===== config.mk =====
export PLATFORM = sky130hd
export DESIGN_NAME = reset_control_unit
export DESIGN_NICKNAME = d
export VERILOG_FILES = /design/src/rst_ctrl_pkg.sv /design/src/reset_control_unit.sv /design/src/rst_sync.sv
export SDC_FILE = /design/constraint.sdc
export NUM_CORES = 1
export LEC_CHECK = 0
export BUFFER_PORTS_ARGS = -buffer_cell sky130_fd_sc_hd__buf_2
export CAP_MARGIN = 25
export CORE_UTILIZATION = 57
export DETAILED_ROUTE_END_ITERATION = 16
export GPL_TIMING_DRIVEN = 0
export PLACE_DENSITY = 0.82
export SKIP_LAST_GASP = 1
export SYNTH_ARGS = -nofsm -noshare
export SYNTH_HDL_FRONTEND = slang
export SYNTH_SLANG_ARGS = --single-unit

===== constraint.sdc =====
create_clock -name I_CORE_CLK -period 4.1 [get_ports I_CORE_CLK]
set_input_delay 0.82 -clock I_CORE_CLK [delete_from_list [all_inputs] [get_ports I_CORE_CLK]]
set_output_delay 0.82 -clock I_CORE_CLK [all_outputs]
set_load 0.05 [all_outputs]

===== src/rst_ctrl_pkg.sv =====
// package for the reset control unit: reset causes, boot choices, carriers, timing.
// assumes a single 25 MHz core clock.
`default_nettype none
package rst_ctrl_pkg;
  localparam int unsigned CLK_PERIOD_NS    = 40;
  localparam int unsigned HW_RST_MIN_NS    = 100;
  // a legal low pulse always spans this many rising edges, whatever its phase,
  // so asking for more would let a valid pin reset slip through
  localparam int unsigned HW_RST_MIN_CYC   = HW_RST_MIN_NS / CLK_PERIOD_NS;
  localparam int unsigned STRETCH_CYC      = 16;
  localparam logic [1:0]  BOOT_RST_VAL     = 2'h0;

  // one bit per reset source
  typedef struct packed {
    logic power_on;
    logic hardware;
    logic watchdog;
    logic wakeup;
    logic brownout;
  } rst_src_type;

  typedef enum logic [1:0] {BOOT_USER, BOOT_LOADER, BOOT_DEBUG, BOOT_JTAG} boot_mode_type;

  // what the last reset did to the device
  typedef struct packed {
    logic ram_unreliable;
    logic nmi_disable;
    logic clk_reset;
    logic boot_relatch;
  } rst_effect_type;
endpackage : rst_ctrl_pkg
`default_nettype wire


===== src/reset_control_unit.sv =====
// reset control unit: merges five reset sources, latches boot straps, drives regulators.
// assumes pins are asynchronous; watchdog, brownout, power-down requests come from core logic.
`default_nettype none
module reset_control_unit
  import rst_ctrl_pkg::*;
#(
  parameter int unsigned STRETCH = STRETCH_CYC
)
(
  // clock and power-on reset
  input  wire logic I_CORE_CLK,
  input  wire logic I_RST_N,
  // external pins
  input  wire logic I_EXT_RESET_N,
  input  wire logic I_BOOT_MODE_SELECT_PIN,
  input  wire logic I_TEST_MODE_SELECT_PIN,
  input  wire logic I_PORT_ZERO_BIT_ZERO_PIN,
  // on-chip requests
  input  wire logic I_WATCHDOG_UNIT_RST,
  input  wire logic I_BROWNOUT,
  input  wire logic I_WAKEUP,
  input  wire logic I_POWER_DOWN_REQ,
  // reset outputs
  output logic      O_SYS_RST_N,
  output logic      O_CLK_RST_N,
  output rst_src_type    O_CAUSE,
  output rst_effect_type O_EFFECT,
  output boot_mode_type  O_BOOT_MODE,
  // regulators
  output logic      O_MAIN_REG_EN,
  output logic      O_LP_REG_EN,
  output logic      O_POWER_DOWN
);
  typedef enum logic [1:0] {ST_RESET, ST_STRETCH, ST_RUN, ST_SLEEP} state_type;

  state_type   state;
  logic        pin_n;
  logic        pin_low;
  logic [3:0]  low_cnt;
  logic        hw_req;
  logic        any_req;
  rst_src_type pend;
  logic [$clog2(STRETCH+1)-1:0] str_cnt;
  logic [2:0]  boot_s1;
  logic [2:0]  boot_pins;

  // pin passes two flip-flops before use
  rst_sync u_pin_sync (.I_CLK(I_CORE_CLK), .I_RST_N(I_RST_N), .i_async(I_EXT_RESET_N),
                       .o_sync(pin_n));

  // pin reset qualified by 100 ns of low level
  always_ff @(posedge I_CORE_CLK or negedge I_RST_N)
  begin
    if (!I_RST_N)
      low_cnt <= 4'h0;
    else if (pin_n)
      low_cnt <= 4'h0;
    else if (low_cnt < 4'(HW_RST_MIN_CYC))
      low_cnt <= low_cnt + 4'h1;
  end
  assign pin_low = !pin_n;
  assign hw_req  = pin_low && (low_cnt >= 4'(HW_RST_MIN_CYC - 1));
  assign any_req = hw_req || I_WATCHDOG_UNIT_RST || I_BROWNOUT || (state == ST_SLEEP && I_WAKEUP);

  // sources collected while reset runs; power-on seeds the first record
  always_ff @(posedge I_CORE_CLK or negedge I_RST_N)
  begin
    if (!I_RST_N)
      pend <= '{power_on: 1'b1, default: 1'b0};
    else if (state == ST_RUN || state == ST_SLEEP)
    begin
      if (any_req)
        pend <= '{power_on: 1'b0, hardware: hw_req, watchdog: I_WATCHDOG_UNIT_RST,
                  wakeup: state == ST_SLEEP && I_WAKEUP, brownout: I_BROWNOUT};
    end
    else
    begin
      pend.hardware <= pend.hardware | hw_req;
      pend.watchdog <= pend.watchdog | I_WATCHDOG_UNIT_RST;
      pend.brownout <= pend.brownout | I_BROWNOUT;
    end
  end

  // sequencer: hold reset until the pin, watchdog and brownout requests have gone, then stretch
  always_ff @(posedge I_CORE_CLK or negedge I_RST_N)
  begin
    if (!I_RST_N)
    begin
      state   <= ST_RESET;
      str_cnt <= '0;
    end
    else
    begin
      case (state)
        ST_RESET:
        begin
          str_cnt <= '0;
          if (!pin_low && !I_WATCHDOG_UNIT_RST && !I_BROWNOUT)
            state <= ST_STRETCH;
        end
        ST_STRETCH:
        begin
          if (pin_low || I_WATCHDOG_UNIT_RST || I_BROWNOUT)
            state <= ST_RESET;
          else if (str_cnt == ($bits(str_cnt))'(STRETCH - 1))
            state <= ST_RUN;
          else
            str_cnt <= str_cnt + ($bits(str_cnt))'(1);
        end
        ST_RUN:
          if (any_req)
            state <= ST_RESET;
          else if (I_POWER_DOWN_REQ)
            state <= ST_SLEEP;
        ST_SLEEP:
          if (any_req)
            state <= ST_RESET;
        default:
          state <= ST_RESET;
      endcase
    end
  end

  // outputs registered from the sequencer
  always_ff @(posedge I_CORE_CLK or negedge I_RST_N)
  begin
    if (!I_RST_N)
    begin
      O_SYS_RST_N <= 1'b0;
      O_CLK_RST_N <= 1'b0;
    end
    else
    begin
      O_SYS_RST_N <= (state == ST_RUN || state == ST_SLEEP) && !any_req;
      // watchdog-only reset leaves oscillator and pll running
      O_CLK_RST_N <= (state == ST_RUN || state == ST_SLEEP) ? !(any_req && !(I_WATCHDOG_UNIT_RST
                     && !hw_req && !I_BROWNOUT)) : (O_CLK_RST_N && pend.watchdog && !pend.hardware
                     && !pend.brownout && !pend.power_on);
    end
  end

  // cause and effect reported once the sequence ends
  always_ff @(posedge I_CORE_CLK or negedge I_RST_N)
  begin
    if (!I_RST_N)
    begin
      O_CAUSE  <= '0;
      O_EFFECT <= '{ram_unreliable: 1'b1, default: 1'b0};
    end
    else if (state == ST_STRETCH && str_cnt == ($bits(str_cnt))'(STRETCH - 1) && !any_req)
    begin
      O_CAUSE                 <= pend;
      O_EFFECT.ram_unreliable <= pend.power_on | pend.brownout;
      O_EFFECT.nmi_disable    <= pend.wakeup | pend.watchdog;
      O_EFFECT.clk_reset      <= !(pend.watchdog && !pend.hardware && !pend.power_on
                                   && !pend.brownout);
      O_EFFECT.boot_relatch   <= pend.power_on | pend.hardware;
    end
  end

  // boot straps sampled on the last stretch cycle of a power-on or pin reset only;
  // by then the strap synchroniser has left its reset value (needs a stretch of two or more)
  always_ff @(posedge I_CORE_CLK)
  begin
    if (state == ST_STRETCH && str_cnt == ($bits(str_cnt))'(STRETCH - 1)
        && (pend.power_on || pend.hardware))
      O_BOOT_MODE <= boot_decode(boot_pins);
  end

  // straps are asynchronous: two flops each
  always_ff @(posedge I_CORE_CLK or negedge I_RST_N)
  begin
    if (!I_RST_N)
    begin
      boot_s1   <= 3'h0;
      boot_pins <= 3'h0;
    end
    else
    begin
      boot_s1   <= {I_BOOT_MODE_SELECT_PIN, I_TEST_MODE_SELECT_PIN, I_PORT_ZERO_BIT_ZERO_PIN};
      boot_pins <= boot_s1;
    end
  end

  function automatic boot_mode_type boot_decode(input logic [2:0] p);
    case (p[2:1])
      2'h2:    boot_decode = BOOT_USER;
      2'h0:    boot_decode = BOOT_LOADER;
      2'h1:    boot_decode = BOOT_DEBUG;
      default: boot_decode = BOOT_JTAG;
    endcase
  endfunction

  // regulators: main off only while asleep, low-power always on
  always_ff @(posedge I_CORE_CLK or negedge I_RST_N)
  begin
    if (!I_RST_N)
    begin
      O_MAIN_REG_EN <= 1'b1;
      O_POWER_DOWN  <= 1'b0;
    end
    else
    begin
      O_MAIN_REG_EN <= !(state == ST_SLEEP && !any_req);
      O_POWER_DOWN  <= state == ST_SLEEP && !any_req;
    end
  end
  assign O_LP_REG_EN = 1'b1;

  property p_pin_reset;
    @(posedge I_CORE_CLK) disable iff (!I_RST_N)
      hw_req |=> !O_SYS_RST_N;
  endproperty
  a_pin_reset: assert property (p_pin_reset) else $error("pin reset not applied");

  property p_wdt_reset;
    @(posedge I_CORE_CLK) disable iff (!I_RST_N)
      (I_WATCHDOG_UNIT_RST && state == ST_RUN) |=> (state == ST_RESET && !O_SYS_RST_N);
  endproperty
  a_wdt_reset: assert property (p_wdt_reset) else $error("watchdog reset ignored");

  property p_short_pulse;
    @(posedge I_CORE_CLK) disable iff (!I_RST_N)
      (pin_n ##1 !pin_n) |-> !hw_req;
  endproperty
  a_short_pulse: assert property (p_short_pulse) else $error("short pulse accepted");

  property p_release;
    @(posedge I_CORE_CLK) disable iff (!I_RST_N)
      (state == ST_STRETCH && (pin_low || I_WATCHDOG_UNIT_RST || I_BROWNOUT))
        |=> state == ST_RESET;
  endproperty
  a_release: assert property (p_release) else $error("released with source active");

  property p_sleep_reg;
    @(posedge I_CORE_CLK) disable iff (!I_RST_N)
      (state == ST_SLEEP && !any_req) |=> !O_MAIN_REG_EN && O_POWER_DOWN;
  endproperty
  a_sleep_reg: assert property (p_sleep_reg) else $error("main regulator on in sleep");

  property p_run_reg;
    @(posedge I_CORE_CLK) disable iff (!I_RST_N)
      (state == ST_RUN) |=> O_MAIN_REG_EN && O_LP_REG_EN;
  endproperty
  a_run_reg: assert property (p_run_reg) else $error("regulator off in run");

  property p_ram;
    @(posedge I_CORE_CLK) disable iff (!I_RST_N)
      $rose(O_SYS_RST_N) |-> O_EFFECT.ram_unreliable == (O_CAUSE.power_on | O_CAUSE.brownout);
  endproperty
  a_ram: assert property (p_ram) else $error("memory effect wrong");

  property p_boot_hold;
    @(posedge I_CORE_CLK) disable iff (!I_RST_N)
      (O_SYS_RST_N && $past(O_SYS_RST_N)) |-> $stable(O_BOOT_MODE);
  endproperty
  a_boot_hold: assert property (p_boot_hold) else $error("boot mode changed");

  property p_nmi;
    @(posedge I_CORE_CLK) disable iff (!I_RST_N)
      $rose(O_SYS_RST_N) |-> O_EFFECT.nmi_disable == (O_CAUSE.wakeup | O_CAUSE.watchdog);
  endproperty
  a_nmi: assert property (p_nmi) else $error("nmi effect wrong");
endmodule : reset_control_unit
`default_nettype wire


===== src/rst_sync.sv =====
// two-stage synchroniser for one asynchronous level.
// assumes the destination clock is the core clock.
`default_nettype none
module rst_sync
  import rst_ctrl_pkg::*;
(
  input  wire logic I_CLK,
  input  wire logic I_RST_N,
  input  wire logic i_async,
  output logic      o_sync
);
  logic stage1;

  // first stage feeds only the second stage
  always_ff @(posedge I_CLK or negedge I_RST_N)
  begin
    if (!I_RST_N)
    begin
      stage1 <= 1'b1;
      o_sync <= 1'b1;
    end
    else
    begin
      stage1 <= i_async;
      o_sync <= stage1;
    end
  end
endmodule : rst_sync
`default_nettype wire


==> impl_metrics.env, run 1 <==
export IMPL_antenna_found_initial=0
export IMPL_worstHoldStart="u_pin_sync.stage1"
export IMPL_hold_buffers=0
export IMPL_core_um2=2758
export IMPL_dp_slack_ns=1.851
export IMPL_slew_viol_final=0
export IMPL_grt_first_pass_wirelength_um=5050
export IMPL_fin_skew_ns=0.01187
export IMPL_wire_per_inst_um=14.13
export IMPL_cts_tree="built"
export IMPL_grt_use_total_pct=21.00
export IMPL_synth_top_cell_area_share_pct=45.08
export IMPL_critPathKind="register to register"
export IMPL_yosysMostFrequentCell="dfrtp_1"
export IMPL_synth_area_um2=1665
export IMPL_ios=26
export IMPL_dr_wl_met2_um=1490
export IMPL_drv_cap=0
export IMPL_antenna_left=0
export IMPL_status="finished, final reports clean"
export IMPL_nets=190
export IMPL_top_layer="met4"
export IMPL_yosys_warnings=0
export IMPL_fillerInstances=208
export IMPL_ys_ff_latch=37
export IMPL_ys_flop_type="dfrtp_1"
export IMPL_fmax_mhz=441.3
export IMPL_setup_viol=0
export IMPL_die_area_um2=3142
export IMPL_wirelength_um=2897
export IMPL_yosys_cell_types_count=39
export IMPL_place_congestion=0.7880
export IMPL_cts_buffers=5
export IMPL_drt_iter0_markers=39
export IMPL_ir_drop_mv=0.3024
export IMPL_crit_path_end_kind="register"
export IMPL_relSlewSlack_pct=51.17
export IMPL_dp_hpwl_um=2162
export IMPL_hold_class="register to register"
export IMPL_synthArstFlopShare_pct=94.59
export IMPL_tightest_slew_ns=0.7324
export IMPL_synth_net_count=160
export IMPL_syn_avg_cell_area_um2=11.65
export IMPL_drc=0
export IMPL_grt_max_degree=36
export IMPL_clock_sinks=37
export IMPL_wl_met1_um=1254
export IMPL_grt_pass1_vias=1183
export IMPL_rsz0062_at_grt="no"
export IMPL_synth_cells=143
export IMPL_post_route_util_pct=67.83
export IMPL_cts_htree_levels=2
export IMPL_num_rows=19
export IMPL_clkTransAtPathRegs_ns=0.10
export IMPL_layout_setup_ws_ns=1.834
export IMPL_drive_above_1_share_pct=26.44
export IMPL_antenna_cells=0
export IMPL_io_buffers=23
export IMPL_wl_met3_um=143
export IMPL_period_share_pct=55.27
export IMPL_min_period_ns=2.266
export IMPL_drt_pass1_iterations=4
export IMPL_synth_edf_count=2
export IMPL_post_cts_setup_buffer_count=0
export IMPL_gr_total_overflow=0
export IMPL_crit_fanout=8
export IMPL_ctsResizeCount=0
export IMPL_drt_vias_per_instance=5.654
export IMPL_hold_viol_final=0
export IMPL_p_leak_nw=0.9185
export IMPL_yosys_top_cells_count="30 x dfrtp_1, 12 x inv_1, 12 x nor2_1"
export IMPL_via_count=1159
export IMPL_start_util_pct=60.39
export IMPL_worstPathArrival_ns=2.46
export IMPL_final_setup_tns_ns=0
export IMPL_clockBufferDepth=2
export IMPL_die_w_um=56.05
export IMPL_cp_start_kind="register"
export IMPL_fp_dieH_um=56.05
export IMPL_crit_start="str_cnt[1]"
export IMPL_cp_required_ns=4.30
export IMPL_rr_startpoint="str_cnt[1]"
export IMPL_areaGrowthSynthToFinish_pct=12.32
export IMPL_synth_top_cell_by_area="dfrtp_1"
export IMPL_synthTopCellsByArea="dfrtp_1 45%, dfstp_2 7.9%, ha_1 5.3%, mux2i_1 3.6%, edfxtp_1 3.6%"
export IMPL_clkLatencyLatePin_ns=0.34
export IMPL_powerDensity_nw_per_um2=374.6
export IMPL_cts_root_buf="clkbuf_4"
export IMPL_yosysSeqAreaShare_pct=56.57
[critical path, stage by stage (launching register included)]
cell and delay (ns):
dfrtp_1 0.45, ha_1 0.24, and3_1 0.16, ha_1 0.24, nor4b_4 0.54, nand4_1 0.14, o311ai_0 0.36
[final timing paths]
check / to / slack [ns] / depth (start not counted)
min reg2reg: u_pin_sync.o_sync / 0.36 / 0
max reg2reg: str_cnt[3] / 1.83 / 6
max: str_cnt[3] / 1.83 / 6
max in group asynchronous: low_cnt[0] / 3.10 / 1
min in group asynchronous: O_SYS_RST_N / 0.53 / 1
min: u_pin_sync.o_sync / 0.36 / 0
[state kept, by name, indices dropped and copies added, names as in the netlist]
register           cells
O_CAUSE                5
pend                   5
str_cnt                5
O_EFFECT               4
low_cnt                4
O_BOOT_MODE            2
boot_pins              2
boot_s1                2
state                  2
O_CLK_RST_N            1
O_MAIN_REG_EN          1
O_POWER_DOWN           1
O_SYS_RST_N            1
u_pin_sync.o_sync      1
u_pin_sync.stage1      1
[area by class of cell]
class | instances | area [um2] | area share (%)
inverter | 12 | 45.04 | 2.408
multi-input combinational | 90 | 659.4 | 35.25
timing repair buffer | 23 | 115.1 | 6.154
sequential | 37 | 942.2 | 50.37
buffer | 4 | 18.77 | 1.003
clock buffer | 6 | 41.29 | 2.207
clock inverter | 2 | 10.01 | 0.5351
tap | 31 | 38.79 | 2.074
[report_power, final]
part	switching (W)	leakage, nW	internal, W
Combinational	0.0000706	0.446	0.0000506
Clock	0.000114	0.0320	0.0000653
Sequential	0.0000163	0.441	0.000384
Total	0.000201	0.918	0.000500
[stage by stage]
stage,std cells,total power [W],hold slack (ns),instance area (um2)
2_1_floorplan,143,0.0004966,0.3312,1665
3_3_place_gp,197,0.0005207,0.3326,1819
3_5_place_dp,197,0.0005290,0.3458,1819
4_1_cts,205,0.0007060,0.3619,1871
5_1_grt,205,0.0007397,0.3754,1871
6_report,205,0.0007008,0.3612,1871
[layer usage]
metal  GRT usage [%]  vias to the layer above
li1                -                      554
met1           25.39                      569
met3           6.977                        2
met5               0                        -
met2           35.54                       34
met4           6.620                        0
[layout by cell type (no fill, tap or decap), types with 2 or more instances in the layout]
master / n
dfrtp_1: 30
buf_2: 23
inv_1: 12
nor2_1: 12
nand2_1: 10
o21ai_0: 7
ha_1: 7
mux2i_1: 6
dfstp_2: 5
mux2_2: 5
clkbuf_4: 5
clkbuf_1: 4
nand3_1: 4
a21o_1: 4
a21boi_0: 3
nor3_1: 3
a21oi_1: 3
edfxtp_1: 2
nor4b_4: 2
nor3b_1: 2
nand4_1: 2
nand3b_1: 2
clkinv_2: 2
[cell families (layout without fill, tap and decap cells)]
| family | Yosys count | count (layout) | synth area share [%] |
|---|---|---|---|
| multiplexers | 11 | 11 | 6.987 |
| other | 1 | 1 | 0.2252 |
| XOR/XNOR | 1 | 1 | 0.5260 |
| buffers and inverters | 16 | 47 | 3.832 |
| AO/OA/AOI/OAI | 25 | 25 | 10.82 |
| adder cells (fa/ha/maj) | 7 | 7 | 5.259 |
| AND/OR/NAND/NOR | 45 | 45 | 15.78 |
| flip-flops | 37 | 37 | 56.57 |
Note: power is estimated with default switching activity, not from simulation.
==> run 2, diff against run 1 <==
--- a/config.mk
+++ b/config.mk
@@ -7,10 +7,10 @@
 export LEC_CHECK = 0
 export BUFFER_PORTS_ARGS = -buffer_cell sky130_fd_sc_hd__buf_2
 export CAP_MARGIN = 25
-export CORE_UTILIZATION = 57
+export CORE_UTILIZATION = 50
 export DETAILED_ROUTE_END_ITERATION = 16
 export GPL_TIMING_DRIVEN = 0
-export PLACE_DENSITY = 0.82
+export PLACE_DENSITY = 0.76
 export SKIP_LAST_GASP = 1
 export SYNTH_ARGS = -nofsm -noshare
 export SYNTH_HDL_FRONTEND = slang
==> constraint.sdc (replaced) <==
create_clock -name I_CORE_CLK -period 1.84 [get_ports I_CORE_CLK]
set_input_delay 0.368 -clock I_CORE_CLK [delete_from_list [all_inputs] [get_ports I_CORE_CLK]]
set_output_delay 0.368 -clock I_CORE_CLK [all_outputs]
set_load 0.05 [all_outputs]
==> run 2 against run 1 <==
- the flow now finishes with violations (setup timing)
- sequential share of layout area shrank 3.0 points
- combinational power increased by 130%
- sequential cell count stayed put
- via count up 2.2%
- worst hold slack worse by 0.29 ns
- routed wire length is 4.9% higher
- clock skew up 0.011 ns
- die area rose by 13%
- register-to-register slack got worse by 1.8 ns
- global-route usage is 1.9 points lower
- clock power grew 130%
- highest routed layer unchanged
==> impl_metrics.env, run 2 (synthesis gave the netlist of run 1 again) <==
export IMPL_hold_class="input pin to asynchronous set/reset pin"
export IMPL_drv_cap=0
export IMPL_fin_skew_ns=0.02307
export IMPL_drive_above_1_share_pct=32.79
export IMPL_clockBufferDepth=2
export IMPL_hold_slack_ns=0.07249
export IMPL_min_period_ns=1.845
export IMPL_wirelength_um=3039
export IMPL_cp_cell_sequence="ha_2 -> and3_4 -> ha_4 -> nor4b_4 -> buf_4 -> mux2i_2 -> o21ai_1"
export IMPL_worstPathArrival_ns=2.07
export IMPL_multi_input_area_um2=690.7
export IMPL_grt_pass1_vias=1221
export IMPL_dp_slack_ns=-0.2030
export IMPL_dp_hpwl_um=2072
export IMPL_tightest_slew_ns=0.7475
export IMPL_crit_path_end_kind="register"
export IMPL_period_share_pct=100.3
export IMPL_areaGrowthSynthToFinish_pct=19.46
export IMPL_ir_drop_mv=0.6045
export IMPL_crit_fanout=4
export IMPL_cts_buffers=5
export IMPL_cp_start_kind="register"
export IMPL_cts_root_buf="clkbuf_4"
export IMPL_final_common_cell="dfrtp_1"
export IMPL_clkTransAtPathRegs_ns=0.12
export IMPL_die_area_um2=3565
export IMPL_relSlewSlack_pct=50.17
export IMPL_crit_slowest_cell="dfrtp_1"
export IMPL_cpPeakStageDelay_ns=0.42
export IMPL_drt_vias_per_instance=5.216
export IMPL_fillerInstances=243
export IMPL_ios=26
export IMPL_final_cell_mix="30 x dfrtp_1, 23 x buf_2, 12 x inv_1, 12 x nor2_1"
export IMPL_design_area_um2=1989
export IMPL_fp_dieH_um=59.71
export IMPL_cts_tree="built"
export IMPL_hold_viol_final=0
export IMPL_setup_viol=2
export IMPL_die_w_um=59.71
export IMPL_critPathBufInv=1
export IMPL_antenna_found_initial=0
export IMPL_cp_required_ns=2.07
export IMPL_clkLatencyLatePin_ns=0.34
export IMPL_status="complete, but fails checks"
export IMPL_seqCellArea_um2=942.2
export IMPL_final_setup_tns_ns=-0.006500
export IMPL_powerDensity_nw_per_um2=791.8
export IMPL_antenna_cells=0
export IMPL_layout_setup_ws_ns=-0.004763
export IMPL_cts_htree_levels=2
export IMPL_start_util_pct=53.67
export IMPL_num_rows=20
export IMPL_post_route_util_pct=64.11
export IMPL_gr_total_overflow=0
export IMPL_drc=0
export IMPL_rsz0062_at_grt="yes"
export IMPL_critical_path_top_delay_family="simple AND/OR/NAND/NOR gates"
export IMPL_slew_viol_final=0
export IMPL_place_congestion=0.8275
export IMPL_dpl_cell_area_um2=1836
export IMPL_antenna_left=0
export IMPL_grt_first_pass_wirelength_um=5016
export IMPL_wire_per_inst_um=13.39
export IMPL_p_leak_nw=0.9621
export IMPL_drt_iter0_markers=43
export IMPL_drt_pass1_iterations=4
export IMPL_grt_max_degree=36
export IMPL_critPathKind="register to register"
export IMPL_clock_sinks=37
export IMPL_via_count=1184
export IMPL_violations="setup timing"
export IMPL_fmax_mhz=542.1
export IMPL_nets=199
export IMPL_largestRegisters="O_CAUSE: 5 flops, pend: 5 flops, str_cnt: 5 flops"
export IMPL_io_buffers=23
export IMPL_core_um2=3103
export IMPL_grt_use_total_pct=19.10
[run 2: changes by cell type in the layout (fill, tap and decap cells not counted), sizes merged]
cell / delta
clkinv: +1
clkbuf: -1
buf: +9
[run 2: per-stage QoR]
stage,instances,power [W]
floorplan,143,0.001107
global placement,210,0.001160
detailed placement,210,0.001181
CTS,223,0.001589
global route,227,0.001673
finish,227,0.001575
[run 2: path summary, 6_finish.rpt]
path / slack (ns) / start / to / cells past startpoint
min: 0.07 / I_RST_N / O_EFFECT[2] / 1
min reg2reg: 0.36 / boot_s1[2] / boot_pins[2] / 0
max in group asynchronous: 1.28 / I_RST_N / state[1] / 1
max reg2reg: -0.005 / str_cnt[1] / str_cnt[1] / 7
min in group I_CORE_CLK: 0.13 / I_EXT_RESET_N / u_pin_sync.stage1 / 1
max: -0.005 / str_cnt[1] / str_cnt[1] / 7
[run 2: area by class of cell]
| cell class | count | area share (%) |
|---|---|---|
| well taps | 44 | 2.767 |
| flip-flops and latches | 37 | 47.36 |
| repair buffers | 32 | 9.182 |
| multi-input cells | 90 | 34.72 |
| plain buffers | 4 | 0.9434 |
| clock inverters | 3 | 0.8805 |
| inverters | 12 | 2.264 |
| clock buffers | 5 | 1.887 |
[run 2: routing by layer]
layer	global-route usage, %	share of wire [%]
met4	11.63	1.0
met2	32.86	51
met1	21.67	45
met3	3.896	3.4
met5	0	0
[run 2: power by group]
part	leakage, nW	internal (W)	switching [W]
Combinational	0.489	0.000115	0.000162
Clock	0.0326	0.000145	0.000263
Sequential	0.441	0.000856	0.0000356
Total	0.962	0.00112	0.000460
[run 2: timing repair]
item,in CTS,in global routing
resized for setup,5,2
hold buffers,0,0
pin swaps,3,4
setup endpoints to repair,10,10
buffers inserted,5,4
==> run 3, diff against run 2 <==
--- a/config.mk
+++ b/config.mk
@@ -5,12 +5,14 @@
 export SDC_FILE = /design/constraint.sdc
 export NUM_CORES = 1
 export LEC_CHECK = 0
+export ABC_CLOCK_PERIOD_IN_PS = 1840
 export BUFFER_PORTS_ARGS = -buffer_cell sky130_fd_sc_hd__buf_2
 export CAP_MARGIN = 25
-export CORE_UTILIZATION = 50
+export CORE_UTILIZATION = 35
 export DETAILED_ROUTE_END_ITERATION = 16
 export GPL_TIMING_DRIVEN = 0
-export PLACE_DENSITY = 0.76
+export PLACE_DENSITY = 0.58
+export SKIP_CTS_REPAIR_TIMING = 1
 export SKIP_LAST_GASP = 1
 export SYNTH_ARGS = -nofsm -noshare
 export SYNTH_HDL_FRONTEND = slang
==> run 3 against run 2 <==
- the run ends with DRC, setup timing left
- clock power increased by 31%
- core utilization is 17 points lower
- cell count rose by 4.4%
- routed wire length is 13% higher
- global-route usage is 5.0 points lower
- die area increased by 41%
- sequential share of layout area decreased by 2.3 points
- critical endpoint is now str_cnt[4]
- largest cell class unchanged
- largest power group unchanged
- highest routed layer unchanged
==> impl_metrics.env, run 3 (synthesis gave the netlist of run 1 again) <==
export IMPL_status="complete, but fails checks"
export IMPL_violations="DRC, setup timing"
export IMPL_cts_htree_levels=2
export IMPL_cts_root_buf="clkbuf_8"
export IMPL_dp_cells=218
export IMPL_fmax_mhz=512.1
export IMPL_core_um2=4474
export IMPL_drive_above_1_share_pct=32.43
export IMPL_drv_cap=0
export IMPL_r2r_setup_slack_ns=-0.11
export IMPL_relSlewSlack_pct=44.24
export IMPL_place_congestion=0.7249
export IMPL_areaGrowthSynthToFinish_pct=25.55
export IMPL_crit_fanout=5
export IMPL_antenna_left=0
export IMPL_nets=201
export IMPL_hold_class="input pin to asynchronous set/reset pin"
export IMPL_cp_required_ns=2.01
export IMPL_antenna_cells=0
export IMPL_final_cell_mix="30 x dfrtp_1, 23 x buf_2, 12 x inv_1, 12 x nor2_1, 10 x nand2_1"
export IMPL_grt_max_degree=36
export IMPL_die_area_um2=5038
export IMPL_clkTransAtPathRegs_ns=0.07
export IMPL_die_w_um=70.98
export IMPL_setup_viol=14
export IMPL_layout_setup_ws_ns=-0.1128
export IMPL_largestRegisters="O_CAUSE: 5 flops, pend: 5 flops, str_cnt: 5 flops"
export IMPL_via_count=1227
export IMPL_gr_total_overflow=0
export IMPL_grt_use_total_pct=14.07
export IMPL_wire_per_inst_um=14.43
export IMPL_clock_sinks=37
export IMPL_drc=3
export IMPL_clockBufferDepth=2
export IMPL_ir_drop_mv=0.2835
export IMPL_tightest_slew_ns=0.8333
export IMPL_ios=26
export IMPL_instances_no_fill=237
export IMPL_post_route_util_pct=46.73
export IMPL_antenna_found_initial=0
export IMPL_drt_vias_per_instance=5.177
export IMPL_hold_slack_ns=0.1454
export IMPL_rsz0062_at_grt="yes"
export IMPL_wirelength_um=3419
export IMPL_critPathKind="register to register"
export IMPL_fin_skew_ns=0.002816
export IMPL_rr_worst_depth=7
export IMPL_r2r_end="str_cnt[4]"
export IMPL_period_share_pct=106.1
export IMPL_io_buffers=23
export IMPL_cp_start_kind="register"
export IMPL_powerDensity_nw_per_um2=840.5
export IMPL_power_w=0.001757
export IMPL_final_setup_tns_ns=-1.138
export IMPL_p_leak_nw=1.002
export IMPL_start_util_pct=37.22
export IMPL_drt_iter0_markers=58
export IMPL_rr_startpoint="str_cnt[0]"
export IMPL_grt_pass1_vias=1195
export IMPL_fp_dieH_um=70.98
export IMPL_dp_hpwl_um=2259
export IMPL_cts_buffers=5
export IMPL_drt_pass1_iterations=13
export IMPL_cts_tree="built"
export IMPL_final_common_cell="dfrtp_1"
export IMPL_crit_path_end_kind="register"
export IMPL_grt_first_pass_wirelength_um=5402
export IMPL_num_rows=24
export IMPL_clkLatencyLatePin_ns=0.29
export IMPL_min_period_ns=1.953
export IMPL_worstPathArrival_ns=2.12
export IMPL_slew_viol_final=0
export IMPL_hold_viol_final=0
[run 3: cell count changes in the layout (fill, tap and decap cells not counted), sizes merged]
cell / change
buf: +1
o211ai: +1
[run 3: how the worst max path moves through the flow]
stage	endpoint	depth (start not counted)	slack, ns	startpoint
floorplan	O_CAUSE[0]	6	0.003	str_cnt[0]
global placement	str_cnt[3]	6	-0.15	str_cnt[0]
detailed placement	str_cnt[3]	6	-0.23	str_cnt[0]
CTS	str_cnt[3]	6	-0.29	str_cnt[0]
global route	str_cnt[4]	7	-0.20	str_cnt[0]
finish	str_cnt[4]	7	-0.11	str_cnt[0]
[run 3: worst max-delay path, stage by stage, from the launching register on]
cell	delay, ns
dfrtp_1	0.43
ha_2	0.21
and3_4	0.16
ha_4	0.17
nor4b_4	0.38
buf_4	0.21
mux2i_1	0.20
o22ai_1	0.08
[run 3: stage by stage]
stage	instance area, um2	setup slack [ns]
2_1_floorplan	1665	0.002702
3_3_place_gp	1846	-0.1490
3_5_place_dp	1846	-0.2336
4_1_cts	1927	-0.2890
5_1_grt	2091	-0.1977
6_report	2091	-0.1128
[run 3: power by group]
part,internal (W),switching [W]
Clock,0.000255,0.000279
Sequential,0.000856,0.0000388
Combinational,0.000139,0.000190
Total,0.00125,0.000508
[run 3: layer usage]
layer | GRT usage [%] | routed length (um)
met5 | 0 | 0
met4 | 6.000 | 48
met3 | 4.986 | 141
met2 | 23.29 | 1690
met1 | 16.61 | 1539
[run 3: area by class of cell]
type / instances / area (um2)
fill: 432 / 2384
sequential: 37 / 942.2
multi-input combinational: 91 / 720.7
timing repair buffer: 33 / 217.7
clock buffer: 5 / 68.82
tap: 52 / 65.06
inverter: 12 / 45.04
buffer: 4 / 18.77
clock inverter: 3 / 12.51
